## src/include/radio_cal_pkg.sv

```systemverilog
// Constants shared by the radio calibration and synthesizer test control block.
// How it works
// Crystal-start-half bit halves the crystal oscillator wake period while set.
// ADC-calibration-done bit is read-only and reads 1 after ADC calibration completes.
// Fine-calibration enable repeats an RC oscillator fine calibration about every 30 s.
// A 0-to-1 write of RC force starts a calibration; hardware clears the bit.
// One RC oscillator calibration lasts 2 ms from start to finish.
// RC oscillator calibrates by itself when wake-up timer or wake-on-receive is active.
// Software enables the RC oscillator first; no calibration runs while it is off. A run already under way when it turns off still completes.
// VCO double-precision bit doubles the VCO calibration measurement interval.
// Writing VCO force in Idle with PLL on runs one VCO calibration, then clears.
// Skip bit omits VCO calibration on Idle to TX or RX transitions.
// Modem test bit 7 bypasses bit clock recovery phase compensation.
// Modem test bit 6 bypasses slicer phase compensation.
// Dither-type bit picks a +1/0 dither when low and a +1/-1 dither when high.
// Software leaves the AFC loop polarity bit at its reset value.
// Reference-select bit picks the 10 MHz clock at 1 and the PLL clock at 0.
// Modem test bit 1 inverts the delta-sigma reference clock.
// Modem test bit 0 swaps the in-phase and quadrature receive channels.
// Charge pump bits 5 and 4 force the pump continuously up or down.
// Charge pump bits 2 to 0 select the DC current setting.
// Charge pump bit 3 puts the pump in DC-offset-only mode.
// Charge pump bits 7 and 6 drive the detector and divider resets directly.
// VCO force written outside Idle or with PLL off starts nothing and reads 0.
package radio_cal_pkg;

  // ------------------------------------------------------------------
  // Register offsets and reset values
  // ------------------------------------------------------------------
  localparam logic [6:0] ADDR_CAL   = 7'h55;
  localparam logic [6:0] ADDR_MODEM = 7'h56;
  localparam logic [6:0] ADDR_CP    = 7'h57;
  localparam logic [7:0] CAL_RST    = 8'h04;
  localparam logic [7:0] MODEM_RST  = 8'h00;
  localparam logic [7:0] CP_RST     = 8'h00;
  // Bits 7 and 5 of the calibration register are never stored.
  localparam logic [7:0] CAL_WR_MASK = 8'h5F;

  // ------------------------------------------------------------------
  // Field positions
  // ------------------------------------------------------------------
  localparam int CAL_XHALF  = 6;
  localparam int CAL_ADCDN  = 5;
  localparam int CAL_FINE   = 4;
  localparam int CAL_RCF    = 3;
  localparam int CAL_DP     = 2;
  localparam int CAL_VCOF   = 1;
  localparam int CAL_SKIP   = 0;
  localparam int MT_BCRBYP  = 7;
  localparam int MT_SLCBYP  = 6;
  localparam int MT_DTTYPE  = 5;
  localparam int MT_AFCPOL  = 4;
  localparam int MT_REFSEL  = 2;
  localparam int MT_REFINV  = 1;
  localparam int MT_IQSW    = 0;
  localparam int CP_PFDRST  = 7;
  localparam int CP_FBRST   = 6;
  localparam int CP_UP      = 5;
  localparam int CP_DN      = 4;
  localparam int CP_DCONLY  = 3;
  localparam int CP_CUR_HI  = 2;

  // ------------------------------------------------------------------
  // Timing
  // ------------------------------------------------------------------
  localparam longint CLK_HZ       = 125_000_000;
  localparam longint RC_CAL_MS    = 2;
  localparam longint RC_FINE_S    = 30;
  localparam longint VCO_MEAS_US  = 10;
  localparam longint XTAL_WAKE_US = 16;
  localparam logic [17:0] RC_CAL_CYC  = 18'((CLK_HZ * RC_CAL_MS + 999) / 1000);
  localparam logic [31:0] RC_FINE_CYC = 32'(CLK_HZ * RC_FINE_S);
  localparam logic [11:0] VCO_MEAS_CYC =
    12'((CLK_HZ * VCO_MEAS_US + 999_999) / 1_000_000);
  localparam logic [11:0] VCO_MEAS_DBL = 12'(2 * VCO_MEAS_CYC);
  localparam logic [10:0] XTAL_WAKE_CYC =
    11'((CLK_HZ * XTAL_WAKE_US + 999_999) / 1_000_000);
  localparam logic [10:0] XTAL_HALF_CYC = 11'(XTAL_WAKE_CYC / 2);

  // ------------------------------------------------------------------
  // State types
  // ------------------------------------------------------------------
  typedef enum logic [1:0] {RC_IDLE = 2'b01, RC_RUN = 2'b10} rc_state_t;
  typedef enum logic [1:0] {VCO_IDLE = 2'b01, VCO_MEAS = 2'b10} vco_state_t;

endpackage

```

## src/hw/rc_cal_timer.sv

```systemverilog
// RC oscillator calibration sequencer: forced, automatic and periodic fine runs.
`timescale 1ns/1ns
module rc_cal_timer #(
  parameter logic [17:0] CAL_CYC  = radio_cal_pkg::RC_CAL_CYC,
  parameter logic [31:0] FINE_CYC = radio_cal_pkg::RC_FINE_CYC
) (
  // Clock and reset
  input  wire logic clk,
  input  wire logic sys_rst,
  // Requests
  input  wire logic osc_en,
  input  wire logic force_req,
  input  wire logic auto_cond,
  input  wire logic fine_en,
  // Status
  output logic      cal_busy,
  output logic      cal_fine,
  output logic      cal_done
);

  radio_cal_pkg::rc_state_t state_q, state_d;
  logic [17:0] cnt_q,  cnt_d;
  logic [31:0] fine_q, fine_d;
  logic        auto_q, auto_d;
  logic        apend_q, apend_d;
  logic        fpend_q, fpend_d;
  logic        frun_q, frun_d;
  logic        done_q, done_d;

  // ------------------------------------------------------------------
  // Next state
  // ------------------------------------------------------------------
  // An auto or fine request that arrives during a run waits and is served next; a force set during a run is cleared at its end.
  always_comb begin
    state_d = state_q;
    cnt_d   = cnt_q;
    fine_d  = fine_q;
    auto_d  = auto_cond;
    apend_d = apend_q;
    fpend_d = fpend_q;
    frun_d  = frun_q;
    done_d  = 1'b0;
    unique case (state_q)
      radio_cal_pkg::RC_IDLE: begin
        // The done flag blocks a restart while the force bit is being cleared.
        if (osc_en && !done_q && (force_req || apend_q || fpend_q)) begin
          state_d = radio_cal_pkg::RC_RUN;
          cnt_d   = 18'd0;
          frun_d  = !force_req && !apend_q;
          apend_d = 1'b0;
          fpend_d = 1'b0;
        end
      end
      radio_cal_pkg::RC_RUN: begin
        if (cnt_q == CAL_CYC - 18'd1) begin
          state_d = radio_cal_pkg::RC_IDLE;
          done_d  = 1'b1;
          frun_d  = 1'b0;
        end else begin
          cnt_d = cnt_q + 18'd1;
        end
      end
    endcase
    // Periodic fine timer runs only while enabled and the oscillator runs.
    // It follows the state logic so that a wrap in a start cycle is not lost.
    if (fine_en && osc_en) begin
      if (fine_q == FINE_CYC - 32'd1) begin
        fine_d  = 32'd0;
        fpend_d = 1'b1;
      end else begin
        fine_d = fine_q + 32'd1;
      end
    end else begin
      fine_d  = 32'd0;
      fpend_d = 1'b0;
    end
    // Entering wake-up timer or wake-on-receive asks for a run; set wins.
    if (auto_cond && !auto_q) begin
      apend_d = 1'b1;
    end
  end

  // ------------------------------------------------------------------
  // Registers
  // ------------------------------------------------------------------
  always_ff @(posedge clk or posedge sys_rst) begin
    if (sys_rst) begin
      state_q <= radio_cal_pkg::RC_IDLE;
      cnt_q   <= 18'd0;
      fine_q  <= 32'd0;
      auto_q  <= 1'b0;
      apend_q <= 1'b0;
      fpend_q <= 1'b0;
      frun_q  <= 1'b0;
      done_q  <= 1'b0;
    end else begin
      state_q <= state_d;
      cnt_q   <= cnt_d;
      fine_q  <= fine_d;
      auto_q  <= auto_d;
      apend_q <= apend_d;
      fpend_q <= fpend_d;
      frun_q  <= frun_d;
      done_q  <= done_d;
    end
  end

  assign cal_busy = (state_q == radio_cal_pkg::RC_RUN);
  assign cal_fine = frun_q;
  assign cal_done = done_q;

endmodule

```

## src/hw/radio_calibration_control.sv

```systemverilog
// Calibration control, modem test and charge pump test registers with their sequencers.
`timescale 1ns/1ns
module radio_calibration_control #(
  parameter logic [17:0] RC_CAL_CYC  = radio_cal_pkg::RC_CAL_CYC,
  parameter logic [31:0] RC_FINE_CYC = radio_cal_pkg::RC_FINE_CYC
) (
  // Clock and reset
  input  wire logic       clk,
  input  wire logic       sys_rst,
  // Register port
  input  wire logic       reg_wr_en,
  input  wire logic       reg_rd_en,
  input  wire logic [6:0] reg_addr,
  input  wire logic [7:0] reg_wdata,
  output logic      [7:0] reg_rdata,
  // Device state
  input  wire logic       chip_idle,
  input  wire logic       pll_on,
  input  wire logic       rc_osc_en,
  input  wire logic       wut_en,
  input  wire logic       wor_state,
  input  wire logic       adc_cal_done,
  input  wire logic       idle_to_txrx,
  // Calibration outputs
  output logic            rc_cal_busy,
  output logic            rc_cal_fine,
  output logic            vco_cal_gate,
  output logic            vco_cal_long,
  output logic            vco_cal_done,
  output logic            txrx_enter,
  // Crystal wake
  input  wire logic       xtal_wake_start,
  output logic            xtal_ready,
  // Modem controls
  output logic            bcr_phase_bypass,
  output logic            slicer_phase_bypass,
  output logic            afc_polarity,
  output logic            dsm_ref_sel_10m,
  output logic            dsm_ref_invert,
  input  wire logic       dither_en,
  input  wire logic       dither_rnd,
  output logic      [1:0] dither_inc,
  input  wire logic [7:0] rx_i_in,
  input  wire logic [7:0] rx_q_in,
  output logic      [7:0] rx_i_out,
  output logic      [7:0] rx_q_out,
  // Charge pump controls
  output logic            pfd_rst,
  output logic            fbdiv_rst,
  output logic            cp_force_up,
  output logic            cp_force_dn,
  output logic            cp_dc_only,
  output logic      [2:0] cp_dc_current
);

  logic [7:0] cal_q, cal_d, modem_q, modem_d, cp_q, cp_d, rdata_q, rdata_d;
  logic       wr_cal, rc_done, vco_end;
  logic       rc_bit, vco_bit;
  radio_cal_pkg::vco_state_t vst_q, vst_d;
  logic [11:0] vcnt_q, vcnt_d, vlen_q, vlen_d;
  logic        vtrans_q, vtrans_d, vlong_q, vlong_d, vdone_q, vdone_d, enter_q, enter_d;
  logic [10:0] xcnt_q, xcnt_d;
  logic        xrun_q, xrun_d, xrdy_q, xrdy_d;
  logic [1:0]  dith_q, dith_d;
  logic [7:0]  iout_q, iout_d, qout_q, qout_d;

  assign wr_cal  = reg_wr_en && (reg_addr == radio_cal_pkg::ADDR_CAL);
  assign vco_end = (vst_q == radio_cal_pkg::VCO_MEAS) && (vcnt_q == vlen_q - 12'd1);

  // ------------------------------------------------------------------
  // Register file
  // ------------------------------------------------------------------
  // Hardware clears are applied first so that rewriting 1 in the same cycle cannot undo them.
  always_comb begin
    cal_d   = cal_q;
    modem_d = modem_q;
    cp_d    = cp_q;
    rdata_d = rdata_q;
    if (rc_done || (cal_q[radio_cal_pkg::CAL_RCF] && !rc_osc_en)) begin
      cal_d[radio_cal_pkg::CAL_RCF] = 1'b0;
    end
    if (vco_end) begin
      cal_d[radio_cal_pkg::CAL_VCOF] = 1'b0;
    end
    rc_bit  = cal_d[radio_cal_pkg::CAL_RCF];
    vco_bit = cal_d[radio_cal_pkg::CAL_VCOF];
    if (wr_cal) begin
      cal_d = reg_wdata & radio_cal_pkg::CAL_WR_MASK;
      // Only a 0-to-1 change starts a run; rewriting 1 keeps the hardware view.
      cal_d[radio_cal_pkg::CAL_RCF] = reg_wdata[radio_cal_pkg::CAL_RCF] &&
        (!cal_q[radio_cal_pkg::CAL_RCF] || rc_bit);
      cal_d[radio_cal_pkg::CAL_VCOF] = reg_wdata[radio_cal_pkg::CAL_VCOF] &&
        (cal_q[radio_cal_pkg::CAL_VCOF] ? vco_bit : (chip_idle && pll_on));
    end
    if (reg_wr_en && (reg_addr == radio_cal_pkg::ADDR_MODEM)) begin
      modem_d = reg_wdata;
    end
    if (reg_wr_en && (reg_addr == radio_cal_pkg::ADDR_CP)) begin
      cp_d = reg_wdata;
    end
    if (reg_rd_en) begin
      unique case (reg_addr)
        radio_cal_pkg::ADDR_CAL:
          rdata_d = {1'b0, cal_q[6], adc_cal_done, cal_q[4:0]};
        radio_cal_pkg::ADDR_MODEM: rdata_d = modem_q;
        radio_cal_pkg::ADDR_CP:    rdata_d = cp_q;
        default:                   rdata_d = 8'h00;
      endcase
    end
  end

  always_ff @(posedge clk or posedge sys_rst) begin
    if (sys_rst) begin
      cal_q   <= radio_cal_pkg::CAL_RST;
      modem_q <= radio_cal_pkg::MODEM_RST;
      cp_q    <= radio_cal_pkg::CP_RST;
      rdata_q <= 8'h00;
    end else begin
      cal_q   <= cal_d;
      modem_q <= modem_d;
      cp_q    <= cp_d;
      rdata_q <= rdata_d;
    end
  end

  // ------------------------------------------------------------------
  // RC oscillator calibration
  // ------------------------------------------------------------------
  // The force bit stays set for the whole run unless the oscillator turns off or software writes it to 0, and clears at its end.
  rc_cal_timer #(
    .CAL_CYC  (RC_CAL_CYC),
    .FINE_CYC (RC_FINE_CYC)
  ) u_rc (
    .clk       (clk),
    .sys_rst   (sys_rst),
    .osc_en    (rc_osc_en),
    .force_req (cal_q[radio_cal_pkg::CAL_RCF]),
    .auto_cond (wut_en || wor_state),
    .fine_en   (cal_q[radio_cal_pkg::CAL_FINE]),
    .cal_busy  (rc_cal_busy),
    .cal_fine  (rc_cal_fine),
    .cal_done  (rc_done)
  );

  // ------------------------------------------------------------------
  // VCO calibration sequencer
  // ------------------------------------------------------------------
  // A transition request during a running measurement is ignored; the caller waits.
  always_comb begin
    vst_d    = vst_q;
    vcnt_d   = vcnt_q;
    vlen_d   = vlen_q;
    vtrans_d = vtrans_q;
    vlong_d  = vlong_q;
    vdone_d  = 1'b0;
    enter_d  = 1'b0;
    unique case (vst_q)
      radio_cal_pkg::VCO_IDLE: begin
        if (idle_to_txrx && cal_q[radio_cal_pkg::CAL_SKIP]) begin
          enter_d = 1'b1;
        end else if (idle_to_txrx || cal_q[radio_cal_pkg::CAL_VCOF]) begin
          vst_d    = radio_cal_pkg::VCO_MEAS;
          vcnt_d   = 12'd0;
          vlong_d  = cal_q[radio_cal_pkg::CAL_DP];
          vlen_d   = cal_q[radio_cal_pkg::CAL_DP] ? radio_cal_pkg::VCO_MEAS_DBL
                                                  : radio_cal_pkg::VCO_MEAS_CYC;
          vtrans_d = idle_to_txrx;
        end
      end
      radio_cal_pkg::VCO_MEAS: begin
        if (vco_end) begin
          vst_d   = radio_cal_pkg::VCO_IDLE;
          vdone_d = 1'b1;
          enter_d = vtrans_q;
        end else begin
          vcnt_d = vcnt_q + 12'd1;
        end
      end
    endcase
  end

  always_ff @(posedge clk or posedge sys_rst) begin
    if (sys_rst) begin
      vst_q    <= radio_cal_pkg::VCO_IDLE;
      vcnt_q   <= 12'd0;
      vlen_q   <= radio_cal_pkg::VCO_MEAS_CYC;
      vtrans_q <= 1'b0;
      vlong_q  <= 1'b0;
      vdone_q  <= 1'b0;
      enter_q  <= 1'b0;
    end else begin
      vst_q    <= vst_d;
      vcnt_q   <= vcnt_d;
      vlen_q   <= vlen_d;
      vtrans_q <= vtrans_d;
      vlong_q  <= vlong_d;
      vdone_q  <= vdone_d;
      enter_q  <= enter_d;
    end
  end

  // ------------------------------------------------------------------
  // Crystal wake timer and datapath controls
  // ------------------------------------------------------------------
  // The half-period bit is read live, so changing it mid-wake moves the end point.
  always_comb begin
    xcnt_d = xcnt_q;
    xrun_d = xrun_q;
    xrdy_d = xrdy_q;
    if (xtal_wake_start) begin
      xrun_d = 1'b1;
      xrdy_d = 1'b0;
      xcnt_d = 11'd0;
    end else if (xrun_q) begin
      if (xcnt_q == (cal_q[radio_cal_pkg::CAL_XHALF] ? radio_cal_pkg::XTAL_HALF_CYC
                                                     : radio_cal_pkg::XTAL_WAKE_CYC) - 11'd1) begin
        xrun_d = 1'b0;
        xrdy_d = 1'b1;
      end else begin
        xcnt_d = xcnt_q + 11'd1;
      end
    end
    // Type low gives +1 or 0, type high gives +1 or -1.
    if (!dither_en) begin
      dith_d = 2'b00;
    end else if (modem_q[radio_cal_pkg::MT_DTTYPE]) begin
      dith_d = dither_rnd ? 2'b01 : 2'b11;
    end else begin
      dith_d = dither_rnd ? 2'b01 : 2'b00;
    end
    iout_d = modem_q[radio_cal_pkg::MT_IQSW] ? rx_q_in : rx_i_in;
    qout_d = modem_q[radio_cal_pkg::MT_IQSW] ? rx_i_in : rx_q_in;
  end

  always_ff @(posedge clk or posedge sys_rst) begin
    if (sys_rst) begin
      xcnt_q <= 11'd0;
      xrun_q <= 1'b0;
      xrdy_q <= 1'b0;
      dith_q <= 2'b00;
      iout_q <= 8'h00;
      qout_q <= 8'h00;
    end else begin
      xcnt_q <= xcnt_d;
      xrun_q <= xrun_d;
      xrdy_q <= xrdy_d;
      dith_q <= dith_d;
      iout_q <= iout_d;
      qout_q <= qout_d;
    end
  end

  // ------------------------------------------------------------------
  // Outputs
  // ------------------------------------------------------------------
  // Test bits other than IQ swap and dither type go straight from the register flops; there is no logic in between.
  assign reg_rdata           = rdata_q;
  assign vco_cal_gate        = (vst_q == radio_cal_pkg::VCO_MEAS);
  assign vco_cal_long        = vlong_q;
  assign vco_cal_done        = vdone_q;
  assign txrx_enter          = enter_q;
  assign xtal_ready          = xrdy_q;
  assign bcr_phase_bypass    = modem_q[radio_cal_pkg::MT_BCRBYP];
  assign slicer_phase_bypass = modem_q[radio_cal_pkg::MT_SLCBYP];
  assign afc_polarity        = modem_q[radio_cal_pkg::MT_AFCPOL];
  assign dsm_ref_sel_10m     = modem_q[radio_cal_pkg::MT_REFSEL];
  assign dsm_ref_invert      = modem_q[radio_cal_pkg::MT_REFINV];
  assign dither_inc          = dith_q;
  assign rx_i_out            = iout_q;
  assign rx_q_out            = qout_q;
  assign pfd_rst             = cp_q[radio_cal_pkg::CP_PFDRST];
  assign fbdiv_rst           = cp_q[radio_cal_pkg::CP_FBRST];
  assign cp_force_up         = cp_q[radio_cal_pkg::CP_UP];
  assign cp_force_dn         = cp_q[radio_cal_pkg::CP_DN];
  assign cp_dc_only          = cp_q[radio_cal_pkg::CP_DCONLY];
  assign cp_dc_current       = cp_q[radio_cal_pkg::CP_CUR_HI:0];

  // Helper: length of each VCO measurement gate.
  logic [12:0] gcnt_q;
  always_ff @(posedge clk or posedge sys_rst) begin
    if (sys_rst) begin
      gcnt_q <= 13'd0;
    end else begin
      gcnt_q <= vco_cal_gate ? gcnt_q + 13'd1 : 13'd0;
    end
  end
endmodule

```

## config.mk

```make
export PLATFORM = sky130hd
export DESIGN_NAME = radio_calibration_control
export DESIGN_NICKNAME = d
export VERILOG_FILES = /design/src/include/radio_cal_pkg.sv /design/src/hw/rc_cal_timer.sv /design/src/hw/radio_calibration_control.sv
export SDC_FILE = /design/constraint.sdc
export NUM_CORES = 1
export LEC_CHECK = 0
export ABC_AREA = 0
export BUFFER_PORTS_ARGS = -buffer_cell sky130_fd_sc_hd__buf_2
export CAP_MARGIN = 40
export CORE_MARGIN = 2
export CORE_UTILIZATION = 60
export CTS_BUF_LIST = sky130_fd_sc_hd__clkbuf_4 sky130_fd_sc_hd__clkbuf_8
export DETAILED_ROUTE_END_ITERATION = 8
export GPL_ROUTABILITY_DRIVEN = 0
export HOLD_SLACK_MARGIN = 0.02
export PLACE_DENSITY = 0.92
export SLEW_MARGIN = 20
export SYNTH_ARGS = -nofsm -noshare
export SYNTH_HDL_FRONTEND = slang
export SYNTH_SLANG_ARGS = --single-unit
```

## constraint.sdc

```tcl
create_clock -name clk -period 6.8 [get_ports clk]
set_input_delay 0.34 -clock clk [delete_from_list [all_inputs] [get_ports clk]]
set_output_delay 0.34 -clock clk [all_outputs]
set_load 0.1 [all_outputs]
```

==> run summary, run 1 <==
status - finished clean
minimum clock period - 2.459 ns
clk sinks - 137
# H-tree levels - 4
Die Area - 11840 um^2
mux cell area share after synthesis - 8.166%
Worst Setup Slack, final - 4.341 ns
CP dominant cell by count - inv_1
worst slack at placement - 4.315 ns
post-synthesis sequential area ratio - 52.11%
CP Capture Type - flop
CTS tree - done
unrepaired setup endpoints after global routing - false
fin crit share - 36.17%
Core Area - 10790 um^2
Die Wd - 108.8 um
fmax - 406.6 MHz
post-synthesis compound-gate area fraction - 8.318%
global route total overflow - 0
post-synthesis cell count - 626
Pre-antenna DRT Iters - 6
Startpoint Class - flop
synth-to-layout area growth - 14.87%
Antenna Nets Post-Route - 0
CP max stage cell - dfstp_2
Non-Filler Instances - 873
clk root buf - clkbuf_8
final net count - 772
synthesized flop and latch total - 137
crit-path max FO - 13
WL/cell - 17.84 um
Avg Inst Size Synth - 10.53 um^2
number of global-route vias before repair - 5261
Port Buffers - 90
crit-path cells - inv_1 -> ha_1 -> or4b_1 -> a22oi_1 -> o2111a_1 -> or2_2 -> inv_1 -> a21oi_1
Initial Util - 61.05%
slowest stage delay, CP - 0.56 ns
MaxCap Viol Count - 0
CTS Buf Count - 17
Max Slew Vio Count - 0
Placement Rows - 38
antenna violations before repair - 0
DIE HEIGHT - 108.8 um
largest net degree at the start of global routing - 54
Power Density - 255.7 nW/um^2
DRC viols - 0
min-delay worst type - in2reg
clk buf depth - 2
Pwr Total - 1.935 mW
fin util - 70.13%
Post-synth ARST share - 100.0%
Hold WS - 0.07151 ns
Post-Synth Adder-Cell Area - 1.139%
vias - 5313
Fin. Hold Viols - 0
EDFF count, synth - 0
first-pass GRT wire length - 25.28 mm
total setup buffers inserted after CTS - 0
Least-Margin Pin Slew - 0.8516 ns
Critical path buffers and inverters - 2
Sum Neg Setup Slack - 0 ns
normalized max-slew margin - 42.70%
drt first-iter violations - 434
Cells after DPL - 840
most frequent cells in the layout - dfrtp_1 (133), buf_2 (90), nor2_1 (63), nand2_1 (51), mux2_2 (38)
I/O pins - 91
count of cell types in the netlist - 60
WP data required - 7.18 ns
GRT Overall Usage - 27.82%
IR drop worst, VDD - 0.1645 mV
crit path DAT - 2.84 ns
endpoints failing setup - 0
syn nets - 677
Post-synth top flop - dfrtp_1
overall routed net length - 15.57 mm
XOR/XNOR Fraction of Synth Area - 5.450%
final instance area - 7569 um^2
commonest non-fill, non-tap cell in the layout - dfrtp_1
layout cells sized above 1 - 25.65%
simple-gate area share of the yosys netlist - 22.37%
Syn. warnings - 0
Vias/cell - 6.086
clock-pin slew on the worst setup and hold paths - 0.08 ns
DP Wirelength - 10.51 mm
ANT cells - 0
Pleak - 3.329 nW
DP Area - 7151 um^2
worst setup path category - reg2reg
clk_skew - 0.009746 ns
worst skew pair latency - 0.46 ns
largest family of logic cells by synthesized area - simple AND/OR/NAND/NOR gates
crit-path leading delay family - simple AND/OR/NAND/NOR gates
cell area after synthesis - 6589 um^2
layer usage:
| metal | GRT usage [%] | wire length, um | share of wire, % | vias to the layer above |
|---|---|---|---|---|
| met1 | 34.55 | 6146 | 39 | 2612 |
| met4 | 11.90 | 379 | 2.4 | 0 |
| li1 | - | - | - | 2424 |
| met3 | 7.352 | 970 | 6.2 | 38 |
| met2 | 46.16 | 8077 | 52 | 239 |
| met5 | 0 | 0 | 0 | - |
where the power goes:
group	internal, mW	total [mW]	switching [mW]
clock	0.337	0.658	0.321
sequential	0.876	0.955	0.0792
combinational	0.0996	0.322	0.223
total	1.31	1.94	0.623
cells in the mapped netlist (all sizes together), types with 10 or more instances:
library cell | instances | area [um^2]
nor2 | 66 | 255.3
xnor2 | 22 | 192.7
nor2b | 10 | 62.56
and3 | 10 | 62.56
nand2 | 52 | 197.7
nand4 | 15 | 93.84
mux2 | 38 | 427.9
or4 | 13 | 101.4
clkbuf | 10 | 37.54
dfrtp | 133 | 3328
inv | 17 | 63.81
mux2i | 11 | 110.1
o21ai | 30 | 150.1
nor3 | 14 | 85.08
a21oi | 29 | 145.1
nand3 | 30 | 172.7
xor2 | 19 | 166.4
nor4 | 11 | 81.32
cell type report:
class | instances | area (um^2)
inverter | 17 | 66.31
clock inverter | 9 | 90.09
clock buffer | 22 | 302.8
fill | 705 | 3224
timing repair buffer | 95 | 506.7
sequential | 137 | 3433
tap | 140 | 175.2
multi-input combinational | 453 | 2994
sequential cells by signal (all words and copies together), names as in the netlist, 2 cells and up:
name and count:
u_rc.fine_q 32, u_rc.cnt_q 18, vcnt_q 12, xcnt_q 11, cp_q 8, modem_q 8
reg_rdata 8, rx_i_out 8, rx_q_out 8, cal_q 6, dither_inc 2, u_rc.state_q 2
vlen_q 2, vst_q 2
repair_timing:
| item | CTS | global route |
|---|---|---|
| endpoints found under the hold margin | 43 | 0 |
| gates resized for setup | 0 | 0 |
| hold buffers | 1 | 0 |
logic make-up (layout without fill, tap and decap cells):
| kind of cell | count (synthesis) | in the layout |
|---|---|---|
| compound gates | 89 | 89 |
| buf+inv | 36 | 143 |
| simple gates | 268 | 268 |
| flops | 137 | 137 |
| fa+ha+maj | 6 | 6 |
| xor+xnor | 41 | 41 |
| mux | 49 | 49 |
path summary, 6_finish.rpt:
path / from / end / slack [ns] / depth (start not counted)
worst max-delay path: vlen_q[10] / vcnt_q[0] / 4.34 / 8
worst min-delay path: dither_rnd / dither_inc[1] / 0.07 / 2
worst max register to register: vlen_q[10] / vcnt_q[0] / 4.34 / 8
worst min register to register: u_rc.auto_q / u_rc.apend_q / 0.45 / 1
max in group asynchronous: sys_rst / u_rc.state_q[0] / 4.96 / 5
min in group asynchronous: sys_rst / txrx_enter / 0.49 / 3
(Power assumes the default switching activity.)
==> run 2, diff against run 1 <==
--- a/config.mk
+++ b/config.mk
@@ -5,16 +5,16 @@
 export SDC_FILE = /design/constraint.sdc
 export NUM_CORES = 1
 export LEC_CHECK = 0
-export ABC_AREA = 0
+export ABC_AREA = 1
 export BUFFER_PORTS_ARGS = -buffer_cell sky130_fd_sc_hd__buf_2
 export CAP_MARGIN = 40
 export CORE_MARGIN = 2
-export CORE_UTILIZATION = 60
+export CORE_UTILIZATION = 55
 export CTS_BUF_LIST = sky130_fd_sc_hd__clkbuf_4 sky130_fd_sc_hd__clkbuf_8
 export DETAILED_ROUTE_END_ITERATION = 8
 export GPL_ROUTABILITY_DRIVEN = 0
 export HOLD_SLACK_MARGIN = 0.02
-export PLACE_DENSITY = 0.92
+export PLACE_DENSITY = 0.88
 export SLEW_MARGIN = 20
 export SYNTH_ARGS = -nofsm -noshare
 export SYNTH_HDL_FRONTEND = slang
==> constraint.sdc (replaced) <==
create_clock -name clk -period 2.2 [get_ports clk]
set_input_delay 0.11 -clock clk [delete_from_list [all_inputs] [get_ports clk]]
set_output_delay 0.11 -clock clk [all_outputs]
set_load 0.1 [all_outputs]
==> run 2 against run 1 <==
  * First-iteration DRC count up 140%
  * Design area up 18%
  * Sequential share of layout area down 7.1 points
  * Critical path type unchanged
  * Critical endpoint is now vcnt_q[6]
==> run summary, run 2 <==
normalized max-slew margin - 59.51%
R2R cell count - 10
crit path DAT - 2.36 ns
drt first-iter violations - 1022
# H-tree levels - 4
dominant cells by area after synthesis - dfrtp_1 (45%), nand2_1 (16%), nor2_1 (7.5%)
crit-path leading delay family - simple AND/OR/NAND/NOR gates
total setup buffers inserted after CTS - 0
commonest non-fill, non-tap cell in the layout - nand2_1
synth cell count leaders - nand2_1 (312), nor2_1 (149), dfrtp_1 (133)
FILL cells - 1003
Avg Inst Size Synth - 7.408 um^2
min-delay worst type - in2reg
cell area after synthesis - 7467 um^2
largest net degree at the start of global routing - 83
slowest stage delay, CP - 0.56 ns
clk_skew - 0.01595 ns
Hold WS - 0.1811 ns
synthesized flop and latch total - 137
WP data required - 2.56 ns
CP max stage cell - dfstp_2
R2R setup slack - 0.20 ns
post-synthesis sequential area ratio - 45.98%
Max Slew Vio Count - 0
Die Area - 14530 um^2
Placement Rows - 42
hold path depth - 6
status - finished clean
global route total overflow - 0
CTS Buf Count - 17
worst slack at placement - 0.1900 ns
layout cells sized above 1 - 14.96%
endpoints failing setup - 0
I/O pins - 91
RR Endpoint - vcnt_q[6]
Startpoint Class - flop
post-synthesis cell count - 1008
worst setup path category - reg2reg
Sum Neg Setup Slack - 0 ns
Reg with most FFs - u_rc.fine_q
Power Density - 687.1 nW/um^2
Largest register FFs - 32
EDFF count, synth - 0
DRC viols - 0
overall routed net length - 20.28 mm
Pre-antenna DRT Iters - 8
count of cell types in the netlist - 42
synth-to-layout area growth - 20.07%
final instance area - 8966 um^2
Least-Margin Pin Slew - 0.6052 ns
crit-path max FO - 9
Initial Util - 56.39%
number of global-route vias before repair - 7130
Pwr Total - 6.161 mW
syn nets - 1059
Fin. Hold Viols - 0
Critical path buffers and inverters - 3
clock-pin slew on the worst setup and hold paths - 0.09 ns
Post-synth top flop - dfrtp_1
DP Wirelength - 12.69 mm
r2r startpoint - vlen_q[10]
fmax - 498.8 MHz
minimum clock period - 2.005 ns
Syn. warnings - 0
WL/cell - 15.14 um
clk buf depth - 2
worst hold endpoint - reg_rdata[5]
count leader, synth - nand2_1
largest area contributor in the netlist - dfrtp_1
DIE HEIGHT - 120.5 um
Worst Setup Slack, final - 0.1952 ns
hold path startpoint - reg_addr[0]
clk root buf - clkbuf_8
crit-path cells - inv_1 -> ha_1 -> inv_1 -> nand2_1 -> nand4_1 -> nor2_1 -> nand3_2 -> buf_4 -> nand3_1 -> nand2_1
Antenna Nets Post-Route - 0
first-pass GRT wire length - 33.05 mm
MaxCap Viol Count - 0
clk sinks - 137
worst skew pair latency - 0.46 ns
vias - 7445
final net count - 1201
Vias/cell - 5.556
DP Area - 8109 um^2
Pleak - 4.372 nW
Die Wd - 120.5 um
unrepaired setup endpoints after global routing - false
fin crit share - 91.13%
most frequent cells in the layout - nand2_1 (312), nor2_1 (149), dfrtp_1 (132), inv_1 (110), buf_2 (90)
antenna violations before repair - 1
Cells after DPL - 1261
GRT Overall Usage - 28.65%
CTS tree - done
post-synth top area share - 44.57%
Top Registers - u_rc.fine_q (32), u_rc.cnt_q (18), vcnt_q (12)
Post-synth ARST share - 100.0%
fin util - 67.71%
CP Capture Type - flop
IR drop worst, VDD - 0.5113 mV
Port Buffers - 90
Non-Filler Instances - 1340
Core Area - 13240 um^2
-- run 2: layout make-up --
cell class              count  area (um^2)  area share [%]
diodes                      1        2.502         0.02791
clock buffers              18        241.5           2.693
clock inverters            14        147.6           1.647
inverters                 116        445.4           4.968
multi-input cells         732         3463           38.63
flip-flops and latches    137         3435           38.31
well taps                 176        220.2           2.456
repair buffers            146         1011           11.28
-- run 2: kinds of logic (layout without fill, tap and decap cells) --
| logic type | count (synthesis) | in the layout | share of synthesized area [%] |
|---|---|---|---|
| AND/OR/NAND/NOR | 607 | 607 | 34.47 |
| buffers and inverters | 139 | 294 | 7.708 |
| flip-flops | 137 | 137 | 45.98 |
| AO/OA/AOI/OAI | 79 | 79 | 6.082 |
| XOR/XNOR | 38 | 38 | 4.457 |
| adder cells (fa/ha/maj) | 6 | 6 | 1.005 |
| multiplexers | 2 | 2 | 0.3016 |
| other | 0 | 1 | 0 |
-- run 2: power breakdown --
group	switching, mW	total, mW	internal, mW
clock network	1.05	2.08	1.02
logic	0.897	1.23	0.334
registers	0.178	2.85	2.67
total	2.13	6.16	4.03
-- run 2: repair_timing --
item	4_1_cts	5_1_grt
endpoints found under the setup margin	0	7
hold buffers	46	0
endpoints found under the hold margin	84	0
gates resized for setup	0	1
-- run 2: routing by layer --
layer  share of wire (%)  vias up  routed length (um)  GRT usage [%]
met5                   0        -                   0              0
met4                 4.2        0                 859          15.12
met3                 8.1       96                1635          6.651
met2                  49      438                9861          47.14
met1                  39     3442                7926          35.11
li1                    -     3469                   -              -
-- run 2: how the worst max path moves through the flow --
stage                from         end  slack (ns)  cells after the start
2_1_floorplan   vlen_q[8]   vcnt_q[5]        0.18                     10
3_3_place_gp   vlen_q[10]  vcnt_q[11]        0.29                     10
3_5_place_dp   vlen_q[10]   vcnt_q[0]        0.19                     10
4_1_cts        vlen_q[10]   vcnt_q[0]        0.17                     10
5_1_grt        vlen_q[10]  vcnt_q[10]        0.01                     10
6_report       vlen_q[10]   vcnt_q[6]        0.20                     10
-- run 2: worst reg2reg max path, cell delays in order (launching register included) --
cell and delay (ns):
dfstp_2 0.56, inv_1 0.08, ha_1 0.31, inv_1 0.06, nand2_1 0.06, nand4_1 0.08, nor2_1 0.18, nand3_2 0.22
buf_4 0.23, nand3_1 0.07, nand2_1 0.05
==> run 3, diff against run 2 <==
--- a/config.mk
+++ b/config.mk
@@ -8,11 +8,12 @@
 export ABC_AREA = 1
 export BUFFER_PORTS_ARGS = -buffer_cell sky130_fd_sc_hd__buf_2
 export CAP_MARGIN = 40
+export CELL_PAD_IN_SITES_DETAIL_PLACEMENT = 1
+export CELL_PAD_IN_SITES_GLOBAL_PLACEMENT = 1
 export CORE_MARGIN = 2
-export CORE_UTILIZATION = 55
+export CORE_UTILIZATION = 40
 export CTS_BUF_LIST = sky130_fd_sc_hd__clkbuf_4 sky130_fd_sc_hd__clkbuf_8
 export DETAILED_ROUTE_END_ITERATION = 8
-export GPL_ROUTABILITY_DRIVEN = 0
 export HOLD_SLACK_MARGIN = 0.02
 export PLACE_DENSITY = 0.88
 export SLEW_MARGIN = 20
==> run 3 against run 2 <==
  * Final cell count grew 4.3%
  * Design area up 1.9%
  * Maximum frequency decreased by 2.9%
  * Critical path type unchanged
  * Highest routed layer unchanged
==> run summary, run 3 (synthesized netlist as in run 2, its figures left out) <==
final instance area - 9133 um^2
Vias/cell - 5.366
antenna violations before repair - 1
CP max stage cell - dfstp_2
worst slack at placement - 0.09151 ns
DRC viols - 0
Largest register FFs - 32
WP data required - 2.56 ns
crit-path leading delay family - simple AND/OR/NAND/NOR gates
fin crit share - 93.84%
worst setup path category - reg2reg
clk buf depth - 2
synth-to-layout area growth - 22.30%
Sum Neg Setup Slack - 0 ns
Top Registers - u_rc.fine_q (32), u_rc.cnt_q (18), vcnt_q (12)
clock-pin slew on the worst setup and hold paths - 0.11 ns
CTS Buf Count - 17
global route total overflow - 0
Antenna Nets Post-Route - 0
clock network power share - 36.0%
worst skew pair latency - 0.48 ns
CP Capture Type - flop
normalized max-slew margin - 55.02%
drt first-iter violations - 522
R2R cell count - 10
WL/cell - 19.21 um
Port Buffers - 90
Die Wd - 140.6 um
DP Wirelength - 17.09 mm
clk_skew - 0.02134 ns
Logic pwr share - 19.8%
crit path DAT - 2.42 ns
Placement Rows - 49
Max Slew Vio Count - 0
most frequent cells in the layout - nand2_1 (312), nor2_1 (148), dfrtp_1 (132), inv_1 (110), buf_2 (90)
unrepaired setup endpoints after global routing - false
DP Area - 8245 um^2
Die Area - 19780 um^2
clk root buf - clkbuf_8
IR drop worst, VDD - 0.5375 mV
status - finished clean
Levels on crit path - 10
Least-Margin Pin Slew - 0.6733 ns
FILL cells - 2310
Pint - 4.213 mW
Fin. Hold Viols - 0
Worst Setup Slack, final - 0.1355 ns
crit-path cells - inv_1 -> ha_1 -> inv_1 -> nand2_1 -> nand4_1 -> nor2_2 -> nand3_2 -> buf_4 -> nand3_1 -> nand2_1
GRT Overall Usage - 28.17%
clk sinks - 137
MaxCap Viol Count - 0
endpoints failing setup - 0
CTS tree - done
first-pass GRT wire length - 43.26 mm
vias - 7501
GP Congestion - 0.9034
P_sw - 2.286 mW
slowest stage delay, CP - 0.57 ns
I/O pins - 91
crit-path max FO - 8
Initial Util - 41.15%
DIE HEIGHT - 140.6 um
Pre-antenna DRT Iters - 5
hold path depth - 5
Net Sw Frac - 35.17%
Reg with most FFs - u_rc.fine_q
fmax - 484.4 MHz
Core Area - 18150 um^2
Startpoint Class - flop
# H-tree levels - 4
commonest non-fill, non-tap cell in the layout - nand2_1
layout cells sized above 1 - 15.50%
minimum clock period - 2.065 ns
min-delay worst type - in2reg
largest net degree at the start of global routing - 34
Critical path buffers and inverters - 3
Pleak - 4.424 nW
number of global-route vias before repair - 8135
Power Density - 711.6 nW/um^2
Sequential Power Share - 44.2%
overall routed net length - 26.86 mm
final net count - 1206
[run 3: layout make-up]
type | count | area (um^2) | share of cell area [%]
Timing Repair Buffer | 151 | 1071 | 11.73
Tap cell | 229 | 286.5 | 3.137
Clock buffer | 20 | 262.8 | 2.877
Clock inverter | 12 | 163.9 | 1.795
Multi-Input combinational cell | 732 | 3466 | 37.95
Antenna cell | 1 | 2.502 | 0.02740
Sequential cell | 137 | 3435 | 37.61
Inverter | 116 | 445.4 | 4.877
[run 3: worst paths after layout]
path / from / to / slack, ns
worst max-delay path: vlen_q[10] / vcnt_q[10] / 0.14
worst min-delay path: adc_cal_done / reg_rdata[5] / 0.12
worst max register to register: vlen_q[10] / vcnt_q[10] / 0.14
worst min register to register: u_rc.auto_q / u_rc.apend_q / 0.44
max in group asynchronous: sys_rst / vst_q[0] / 1.29
min in group asynchronous: sys_rst / u_rc.fine_q[5] / 0.30
[run 3: power by group through the flow]
stage / sequential (mW) / combinational, mW / clock (mW)
2_1_floorplan: 3.26 / 0.473 / 0
3_3_place_gp: 2.90 / 1.13 / 0
3_5_place_dp: 2.90 / 1.17 / 0
4_1_cts: 2.86 / 1.26 / 2.31
5_1_grt: 2.89 / 1.39 / 2.47
6_report: 2.87 / 1.29 / 2.34
[run 3: what timing repair did]
item | 4_1_cts | 5_1_grt
hold buffers | 45 | 0
resized for setup | 0 | 2
setup buffers | 0 | 0
endpoints found under the setup margin | 0 | 13
hold endpoints to repair | 76 | 0
[run 3: per-stage QoR]
step | util (%) | hold WS (ns) | cells | power (mW)
6_report | 50.32 | 0.1210 | 1398 | 6.499
3_3_place_gp | 45.44 | 0.2402 | 1320 | 4.030
3_5_place_dp | 45.44 | 0.2473 | 1320 | 4.073
2_1_floorplan | - | 0.1816 | 1008 | 3.735
4_1_cts | 50.27 | 0.05225 | 1397 | 6.424
5_1_grt | 50.32 | 0.1048 | 1398 | 6.745
[run 3: worst reg2reg max path, stage by stage (launching register included)]
cell and delay [ns]:
dfstp_2 0.57, inv_1 0.08, ha_1 0.30, inv_1 0.05, nand2_1 0.07, nand4_1 0.11, nor2_2 0.19, nand3_2 0.21
buf_4 0.23, nand3_1 0.07, nand2_1 0.07
[run 3: routing by layer]
metal  wire (um)  vias up  share of wire [%]  track usage (%)
met3        1174       91                4.4            5.367
met4        1373        0                5.1            14.58
li1            -     3477                  -                -
met2       13620      236                 51            49.47
met1       10690     3697                 40            32.83
met5           0        -                  0                0
